### src/common/spfa_consts.svh
// constants for the secure priority field access block
`ifndef SPFA_CONSTS_SVH
`define SPFA_CONSTS_SVH
`define SPFA_PRIO_W 8
`define SPFA_NUM_INT 32
`define SPFA_IDX_W 5
`define SPFA_IMPL_BITS 5
`define SPFA_MIN_IMPL 5
`define SPFA_MAX_IMPL 8
`define SPFA_TOP_BIT 7
`define SPFA_PRIO_RST 8'h00
`define SPFA_PMR_RST 8'h00
`define SPFA_RPR_IDLE 8'hff
`define SPFA_ALL_ONES 8'hff
`endif

### src/common/spfa_pkg.sv
// types for the secure priority field access block
package spfa_pkg;
  typedef enum logic [1:0]
  {
    SPFA_TGT_FIELD = 2'b00,
    SPFA_TGT_PMR = 2'b01,
    SPFA_TGT_RPR = 2'b11
  } spfa_target_t;
  typedef enum logic [1:0]
  {
    SPFA_GRP0 = 2'b00,
    SPFA_GRP1_S = 2'b01,
    SPFA_GRP1_NS = 2'b11
  } spfa_group_t;
endpackage

### src/common/spfa_if.sv
// request and answer wires between an issuing element and the priority block
`timescale 1ns/1ps
interface spfa_if;
  logic req_valid;
  logic req_ready;
  logic req_write;
  logic req_secure;
  spfa_pkg::spfa_target_t req_target;
  logic [4:0] req_index;
  logic [7:0] req_wdata;
  logic rsp_valid;
  logic [7:0] rsp_rdata;
  modport device
  (
    input req_valid,
    output req_ready,
    input req_write,
    input req_secure,
    input req_target,
    input req_index,
    input req_wdata,
    output rsp_valid,
    output rsp_rdata
  );
  modport requester
  (
    output req_valid,
    input req_ready,
    output req_write,
    output req_secure,
    output req_target,
    output req_index,
    output req_wdata,
    input rsp_valid,
    input rsp_rdata
  );
endinterface

### src/logic/spfa_device.sv
// priority storage and secure/non-secure access translation
`timescale 1ns/1ps
`include "spfa_consts.svh"

// Overview of operation
// non-secure group 1 reads depend on security
// five to eight high priority bits stored
// secure sees all; unimplemented low bits zero
// secure read returns stored value unchanged
// non-secure sees half the levels, min 16
// non-secure view bit zero reads zero
// non-secure write shifts right, sets bit 7
// secure write may clear bit 7 untranslated
// stored bit7 clear: non-secure reads shifted left
// non-secure write always leaves bit 7 set
// non-secure step follows implemented width
// mask below half: non-secure raz/wi
// running below half: non-secure reads zero
// software keeps group 0 in upper half
// software allocation example by top bits
// writing all ones reads back implemented bits
// software quiesces interrupt before probing
// priority rewrite applies next cycle, no loss
// single security state sees fields directly
module spfa_device
#(
  parameter int IMPL_BITS = `SPFA_IMPL_BITS,
  parameter bit TWO_STATES = 1'b1
)
(
  // clock and reset
  input wire logic clock_in,
  input wire logic arst_n_in,
  // access port
  spfa_if.device bus,
  // interrupt attributes and state
  input wire logic [`SPFA_NUM_INT*2-1:0] group_in,
  input wire logic [`SPFA_PRIO_W-1:0] running_prio_in,
  input wire logic [`SPFA_IDX_W-1:0] query_index_in,
  output logic [`SPFA_PRIO_W-1:0] query_prio_out,
  output logic [`SPFA_PRIO_W-1:0] mask_prio_out
);
  // --------------------------------------------------------------
  // helpers
  // --------------------------------------------------------------
  // ones on the implemented high-order bits
  function automatic logic [7:0] impl_mask();
    logic [7:0] m;
    m = `SPFA_ALL_ONES;
    for (int i = 0; i < 8; i++)
    begin
      if (i < 8 - IMPL_BITS)
      begin
        m[i] = 1'b0;
      end
    end
    return m;
  endfunction

  // non-secure view of a stored value; unimplemented bits already zero
  function automatic logic [7:0] ns_view(input logic [7:0] v);
    return {v[6:0], 1'b0};
  endfunction

  // translate a non-secure write into the stored form
  function automatic logic [7:0] ns_store(input logic [7:0] v);
    return {1'b1, v[7:1]} & impl_mask();
  endfunction

  // --------------------------------------------------------------
  // storage
  // --------------------------------------------------------------
  logic [7:0] prio_r [`SPFA_NUM_INT];
  logic [7:0] pmr_r;
  logic [7:0] rdata_r;
  logic rvalid_r;
  spfa_pkg::spfa_group_t grp;
  logic ns_mode;
  logic take;

  // parameter above 8 acts as 8 in the mask arithmetic; below 5 is neither checked nor clamped
  assign ns_mode = TWO_STATES && !bus.req_secure;
  assign take = bus.req_valid && bus.req_ready;
  assign bus.req_ready = 1'b1;
  assign grp = spfa_pkg::spfa_group_t'(group_in[bus.req_index*2 +: 2]);

  // --------------------------------------------------------------
  // priority field writes
  // --------------------------------------------------------------
  // a new value is used from the next cycle; nothing else is dropped
  always_ff @(posedge clock_in or negedge arst_n_in)
  begin
    if (!arst_n_in)
    begin
      for (int i = 0; i < `SPFA_NUM_INT; i++)
      begin
        prio_r[i] <= `SPFA_PRIO_RST;
      end
    end
    else if (take && bus.req_write
             && bus.req_target == spfa_pkg::SPFA_TGT_FIELD)
    begin
      if (!ns_mode)
      begin
        prio_r[bus.req_index] <= bus.req_wdata & impl_mask();
      end
      else if (grp == spfa_pkg::SPFA_GRP1_NS)
      begin
        prio_r[bus.req_index] <= ns_store(bus.req_wdata);
      end
      // secure-group fields ignore non-secure writes
    end
  end

  // --------------------------------------------------------------
  // priority mask writes
  // --------------------------------------------------------------
  always_ff @(posedge clock_in or negedge arst_n_in)
  begin
    if (!arst_n_in)
    begin
      pmr_r <= `SPFA_PMR_RST;
    end
    else if (take && bus.req_write
             && bus.req_target == spfa_pkg::SPFA_TGT_PMR)
    begin
      if (!ns_mode)
      begin
        pmr_r <= bus.req_wdata & impl_mask();
      end
      else if (pmr_r[`SPFA_TOP_BIT])
      begin
        pmr_r <= ns_store(bus.req_wdata);
      end
    end
  end

  // --------------------------------------------------------------
  // read answers
  // --------------------------------------------------------------
  always_ff @(posedge clock_in or negedge arst_n_in)
  begin
    if (!arst_n_in)
    begin
      rdata_r <= `SPFA_PRIO_RST;
      rvalid_r <= 1'b0;
    end
    else
    begin
      rvalid_r <= take && !bus.req_write;
      if (take && !bus.req_write)
      begin
        unique case (bus.req_target)
          spfa_pkg::SPFA_TGT_FIELD:
          begin
            if (!ns_mode)
            begin
              rdata_r <= prio_r[bus.req_index];
            end
            else if (grp == spfa_pkg::SPFA_GRP1_NS)
            begin
              rdata_r <= ns_view(prio_r[bus.req_index]);
            end
            else
            begin
              rdata_r <= `SPFA_PRIO_RST;
            end
          end
          spfa_pkg::SPFA_TGT_PMR:
          begin
            if (!ns_mode)
            begin
              rdata_r <= pmr_r;
            end
            else
            begin
              rdata_r <= pmr_r[`SPFA_TOP_BIT] ? ns_view(pmr_r)
                         : `SPFA_PRIO_RST;
            end
          end
          spfa_pkg::SPFA_TGT_RPR:
          begin
            if (!ns_mode)
            begin
              rdata_r <= running_prio_in & impl_mask();
            end
            else
            begin
              rdata_r <= running_prio_in[`SPFA_TOP_BIT]
                         ? ns_view(running_prio_in & impl_mask())
                         : `SPFA_PRIO_RST;
            end
          end
          default:
          begin
            rdata_r <= `SPFA_PRIO_RST;
          end
        endcase
      end
    end
  end

  assign bus.rsp_valid = rvalid_r;
  assign bus.rsp_rdata = rdata_r;
  // full stored priority feeds the prioritiser, registered storage
  assign query_prio_out = prio_r[query_index_in];
  assign mask_prio_out = pmr_r;
endmodule

### src/flat_wrapper.sv
// flat-port wrapper written by rule: the top's interface ports become plain ports
module spfa_device_flat 
#(
  parameter int IMPL_BITS = `SPFA_IMPL_BITS,
  parameter bit TWO_STATES = 1'b1
)
  (clock_in, arst_n_in, group_in, running_prio_in, query_index_in, query_prio_out, mask_prio_out, bus_req_valid, bus_req_ready, bus_req_write, bus_req_secure, bus_req_target, bus_req_index, bus_req_wdata, bus_rsp_valid, bus_rsp_rdata);
  spfa_if bus_i ();
  input wire logic clock_in;
  input wire logic arst_n_in;
  input wire logic [`SPFA_NUM_INT*2-1:0] group_in;
  input wire logic [`SPFA_PRIO_W-1:0] running_prio_in;
  input wire logic [`SPFA_IDX_W-1:0] query_index_in;
  output logic [`SPFA_PRIO_W-1:0] query_prio_out;
  output logic [`SPFA_PRIO_W-1:0] mask_prio_out;
  input wire logic [$bits(bus_i.req_valid)-1:0] bus_req_valid;
  output wire logic [$bits(bus_i.req_ready)-1:0] bus_req_ready;
  input wire logic [$bits(bus_i.req_write)-1:0] bus_req_write;
  input wire logic [$bits(bus_i.req_secure)-1:0] bus_req_secure;
  input wire logic [$bits(bus_i.req_target)-1:0] bus_req_target;
  input wire logic [$bits(bus_i.req_index)-1:0] bus_req_index;
  input wire logic [$bits(bus_i.req_wdata)-1:0] bus_req_wdata;
  output wire logic [$bits(bus_i.rsp_valid)-1:0] bus_rsp_valid;
  output wire logic [$bits(bus_i.rsp_rdata)-1:0] bus_rsp_rdata;
  assign bus_i.req_valid = bus_req_valid;
  assign bus_req_ready = bus_i.req_ready;
  assign bus_i.req_write = bus_req_write;
  assign bus_i.req_secure = bus_req_secure;
  assign bus_i.req_target = bus_req_target;
  assign bus_i.req_index = bus_req_index;
  assign bus_i.req_wdata = bus_req_wdata;
  assign bus_rsp_valid = bus_i.rsp_valid;
  assign bus_rsp_rdata = bus_i.rsp_rdata;
  spfa_device #(.IMPL_BITS(IMPL_BITS), .TWO_STATES(TWO_STATES)) u_core (.clock_in(clock_in), .arst_n_in(arst_n_in), .bus(bus_i), .group_in(group_in), .running_prio_in(running_prio_in), .query_index_in(query_index_in), .query_prio_out(query_prio_out), .mask_prio_out(mask_prio_out));
endmodule
### config.mk
export PLATFORM = sky130hd
export DESIGN_NAME = spfa_device_flat
export DESIGN_NICKNAME = d
export VERILOG_FILES = /design/src/common/spfa_pkg.sv /design/src/common/spfa_if.sv /design/src/logic/spfa_device.sv /design/src/flat_wrapper.sv
export VERILOG_INCLUDE_DIRS = /design/src /design/src/common
export SDC_FILE = /design/constraint.sdc
export NUM_CORES = 1
export LEC_CHECK = 0
export BUFFER_PORTS_ARGS = -buffer_cell sky130_fd_sc_hd__buf_4
export CORE_MARGIN = 2
export CORE_UTILIZATION = 44
export DETAILED_ROUTE_END_ITERATION = 6
export RECOVER_POWER = 100
export SLEW_MARGIN = 20
export SYNTH_ARGS = -nofsm -noshare
export SYNTH_HDL_FRONTEND = slang
export SYNTH_SLANG_ARGS = --single-unit
### constraint.sdc
create_clock -name clock_in -period 2.9 [get_ports clock_in]
set_input_delay 0 -clock clock_in [delete_from_list [all_inputs] [get_ports clock_in]]
set_output_delay 0 -clock clock_in [all_outputs]
set_load 0.03 [all_outputs]
==> flow_metrics.tcl <==
set metrics [dict create \
    finalSetupTns_ns 0 \
    design.die.area_mm2 0.0360 \
    tightestPinTransition_ns 2.24 \
    switching_power_mw 2.46 \
    netlist_instances 1193 \
    min_path_cells 4 \
    clock.fmax_mhz 364 \
    fin_nets 1480 \
    hold_end "u_core.bus.rsp_rdata[5]$_DFFE_PN0P_" \
    track_usage_pct 28.4 \
    synthArstFlopShare_pct 100 \
    fin_skew_ns 0.00780 \
    swShare_pct 26.0 \
    seq_area_frac_synth_pct 44.5 \
    root_buffer "clkbuf_16" \
    synth_top_area_share_pct 44.5 \
    placementRows 68 \
    initial_core_util_pct 44.3 \
    diodes 0 \
    drt_iter0_drc 1148 \
    ys.flop_type "dfrtp_1" \
    vias_per_cell 6.35 \
    crit_path_end_kind "flop" \
    gp_congestion 0.887 \
    rsz0062_at_grt "false" \
    post-place-cells 1780 \
    clock_latency_ns 0.57 \
    num_io_pins 123 \
    grt_overflow_total 0 \
    fin_crit_ns 2.75 \
    r2r-start "u_core.prio_r[100]$_DFFE_PN0P_" \
    maxSlewHeadroom_pct -49.2 \
    htree_levels 1 \
    powerDensity_mw_per_mm2 529 \
    clk_path_buf_depth 3 \
    drc 0 \
    ys_ff_latch 270 \
    drive_gt1_share_pct 24.1 \
    p_int_mw 7.00 \
    status "complete, but fails checks" \
    vias 11806 \
    yosys.area.top_type "dfrtp_1" \
    dr.pass1.iters 5 \
    syn_to_final_growth_pct 17.8 \
    maxCapViolations 1 \
    fill_cells 3016 \
    crit_arrival_ns 3.25 \
    clk_transition_reported_paths_ns 0.06 \
    tritoncts "built" \
    stdcell_count 1860 \
    worst_ep_required_time_ns 3.40 \
    dp_hpwl_mm 36.5 \
    core_area_mm2 0.0343 \
    finalCritPeriodShare_pct 94.8 \
    synth.distinct_cells 54 \
    report.final.setup_viol 0 \
    power_frac_clock_pct 43.1 \
    final_antenna_net_count 0 \
    grt_max_degree 84 \
    wl_mm 50.9 \
    cts_sinks 270 \
    yosysMostFrequentCell "dfrtp_1" \
    wl_per_cell_um 27.3 \
    startpoint_type "input port" \
    r2r_cells 8 \
    p_leak_nw 8.00 \
    hp-class "in2reg" \
    final-hold-violation-count 0 \
    ir_drop_uv 465 \
    grt_antenna_before_repair 0 \
    grt_pass1_wl_mm 76.7 \
    dieHeight_um 190 \
    ys_top_cells_by_area "dfrtp_1 44%, mux4_2 13%, mux2i_1 9.7%" \
    fin_util_pct 52.2 \
    fp.dieW_um 190 \
    fin_hold_ws_ns 0.0584 \
    grt_pass1_vias 12104 \
    yosysWarnings 0 \
    hp-start "bus_req_secure" \
    p_seq_share_pct 42.9 \
    maxSlewViolCount 82 \
    violations "capacitance limit, slew limit" \
    cts_buffers 31 \
    crit_fanout 18 \
    synth_enable_flop_cells 0 \
    p_comb_share_pct 13.9 \
    synthTopCellsByCount "270 x dfrtp_1, 147 x mux2i_1, 140 x o22a_1, 89 x mux4_2, 87 x nor2b_1" \
    avgSynthCellArea_um2 12.7 \
    reg2reg_slack_ns 0.15 \
    r2r-end "u_core.bus.rsp_rdata[4]$_DFFE_PN0P_" \
    port_buffers 112 \
    synth_area_mm2 0.0152 \
    crit_type "in2reg" \
]
-- placed cells by master (no fill, tap or decap), drive strengths merged, types with 13 or more instances in the layout --
cell type    instances
a211oi              28
a22oi               51
and2                13
buf                153
clkbuf             109
dfrtp              270
dlygate4sd3         25
mux2                29
mux2i              147
mux4                89
nand2               69
nand4               15
nor2                20
nor2b               87
o21ai               17
o22a               140
o22ai               26
-- routing by layer --
layer	share of wire, %	vias to the layer above	global-route usage, %
li1	-	5066	-
met1	42	6088	38.7
met2	47	526	46.2
met3	7.2	126	4.78
met4	4.0	0	9.78
met5	0	-	0
-- power groups by stage --
stage,combinational [mW],clock [mW],sequential [mW]
2_1_floorplan,0.774,0,4.13
3_3_place_gp,1.31,0,4.11
3_5_place_dp,1.32,0,4.12
4_1_cts,1.39,4.13,4.05
5_1_grt,1.40,4.30,4.07
6_report,1.32,4.08,4.06
-- area by class of cell --
class                           count  area [um^2]  share of cell area [%]
Multi-Input combinational cell    827         7710                    43.1
Sequential cell                   270         6760                    37.8
Timing Repair Buffer              245         1760                    9.86
Clock buffer                       42          887                    4.96
Tap cell                          455          569                    3.18
Clock inverter                     13          176                   0.986
Inverter                            8         30.0                   0.168
-- worst max-delay path, cell delays in order --
cell	delay [ns]
buf_4	0.17
or4b_1	0.63
o22ai_1	0.21
nor4_1	0.07
buf_4	0.14
a22o_1	0.48
buf_12	0.27
a211oi_1	0.76
clkbuf_1	0.31
o22a_1	0.18
-- registers in the layout, indices dropped and copies added (netlist names) --
register / cells
u_core.bus.rsp_valid: 1
u_core.prio_r: 256
u_core.mask_prio_out: 5
u_core.bus.rsp_rdata: 8
-- kinds of logic (layout without fill, tap and decap cells) --
| family | Yosys count | after routing | synth area share [%] |
|---|---|---|---|
| other cells | 2 | 4 | 0.0494 |
| flops | 270 | 270 | 44.5 |
| mux | 265 | 265 | 25.0 |
| compound gates | 290 | 290 | 17.0 |
| simple gates | 268 | 268 | 10.3 |
| buf+inv | 98 | 308 | 3.20 |
-- how the worst max path moves through the flow --
stage	start	end
floorplan	query_index_in[0]	query_prio_out[3]
global placement	bus_req_index[0]	u_core.bus.rsp_rdata[3]$_DFFE_PN0P_
detailed placement	bus_req_index[0]	u_core.prio_r[12]$_DFFE_PN0P_
CTS	u_core.prio_r[100]$_DFFE_PN0P_	u_core.bus.rsp_rdata[4]$_DFFE_PN0P_
global route	u_core.prio_r[12]$_DFFE_PN0P_	u_core.bus.rsp_rdata[4]$_DFFE_PN0P_
finish	bus_req_index[0]	u_core.prio_r[12]$_DFFE_PN0P_
-- metrics by stage --
step                      area, um^2  setup WS, ns  total power, mW
after floorplan                15200         0.619             4.90
after global placement         17100       -0.0609             5.42
after detailed placement       17100         0.267             5.44
after CTS                      18400         0.224             9.57
after global routing           17900        0.0131             9.77
final                          17900         0.150             9.46
-- repair_timing --
item | in CTS | in global routing
setup buffers | 0 | 0
hold endpoints to repair | 186 | 0
hold buffers | 25 | 0
gates resized for setup | 0 | 2
setup endpoints to repair | 0 | 1
Power figures use the tool's default switching activity.
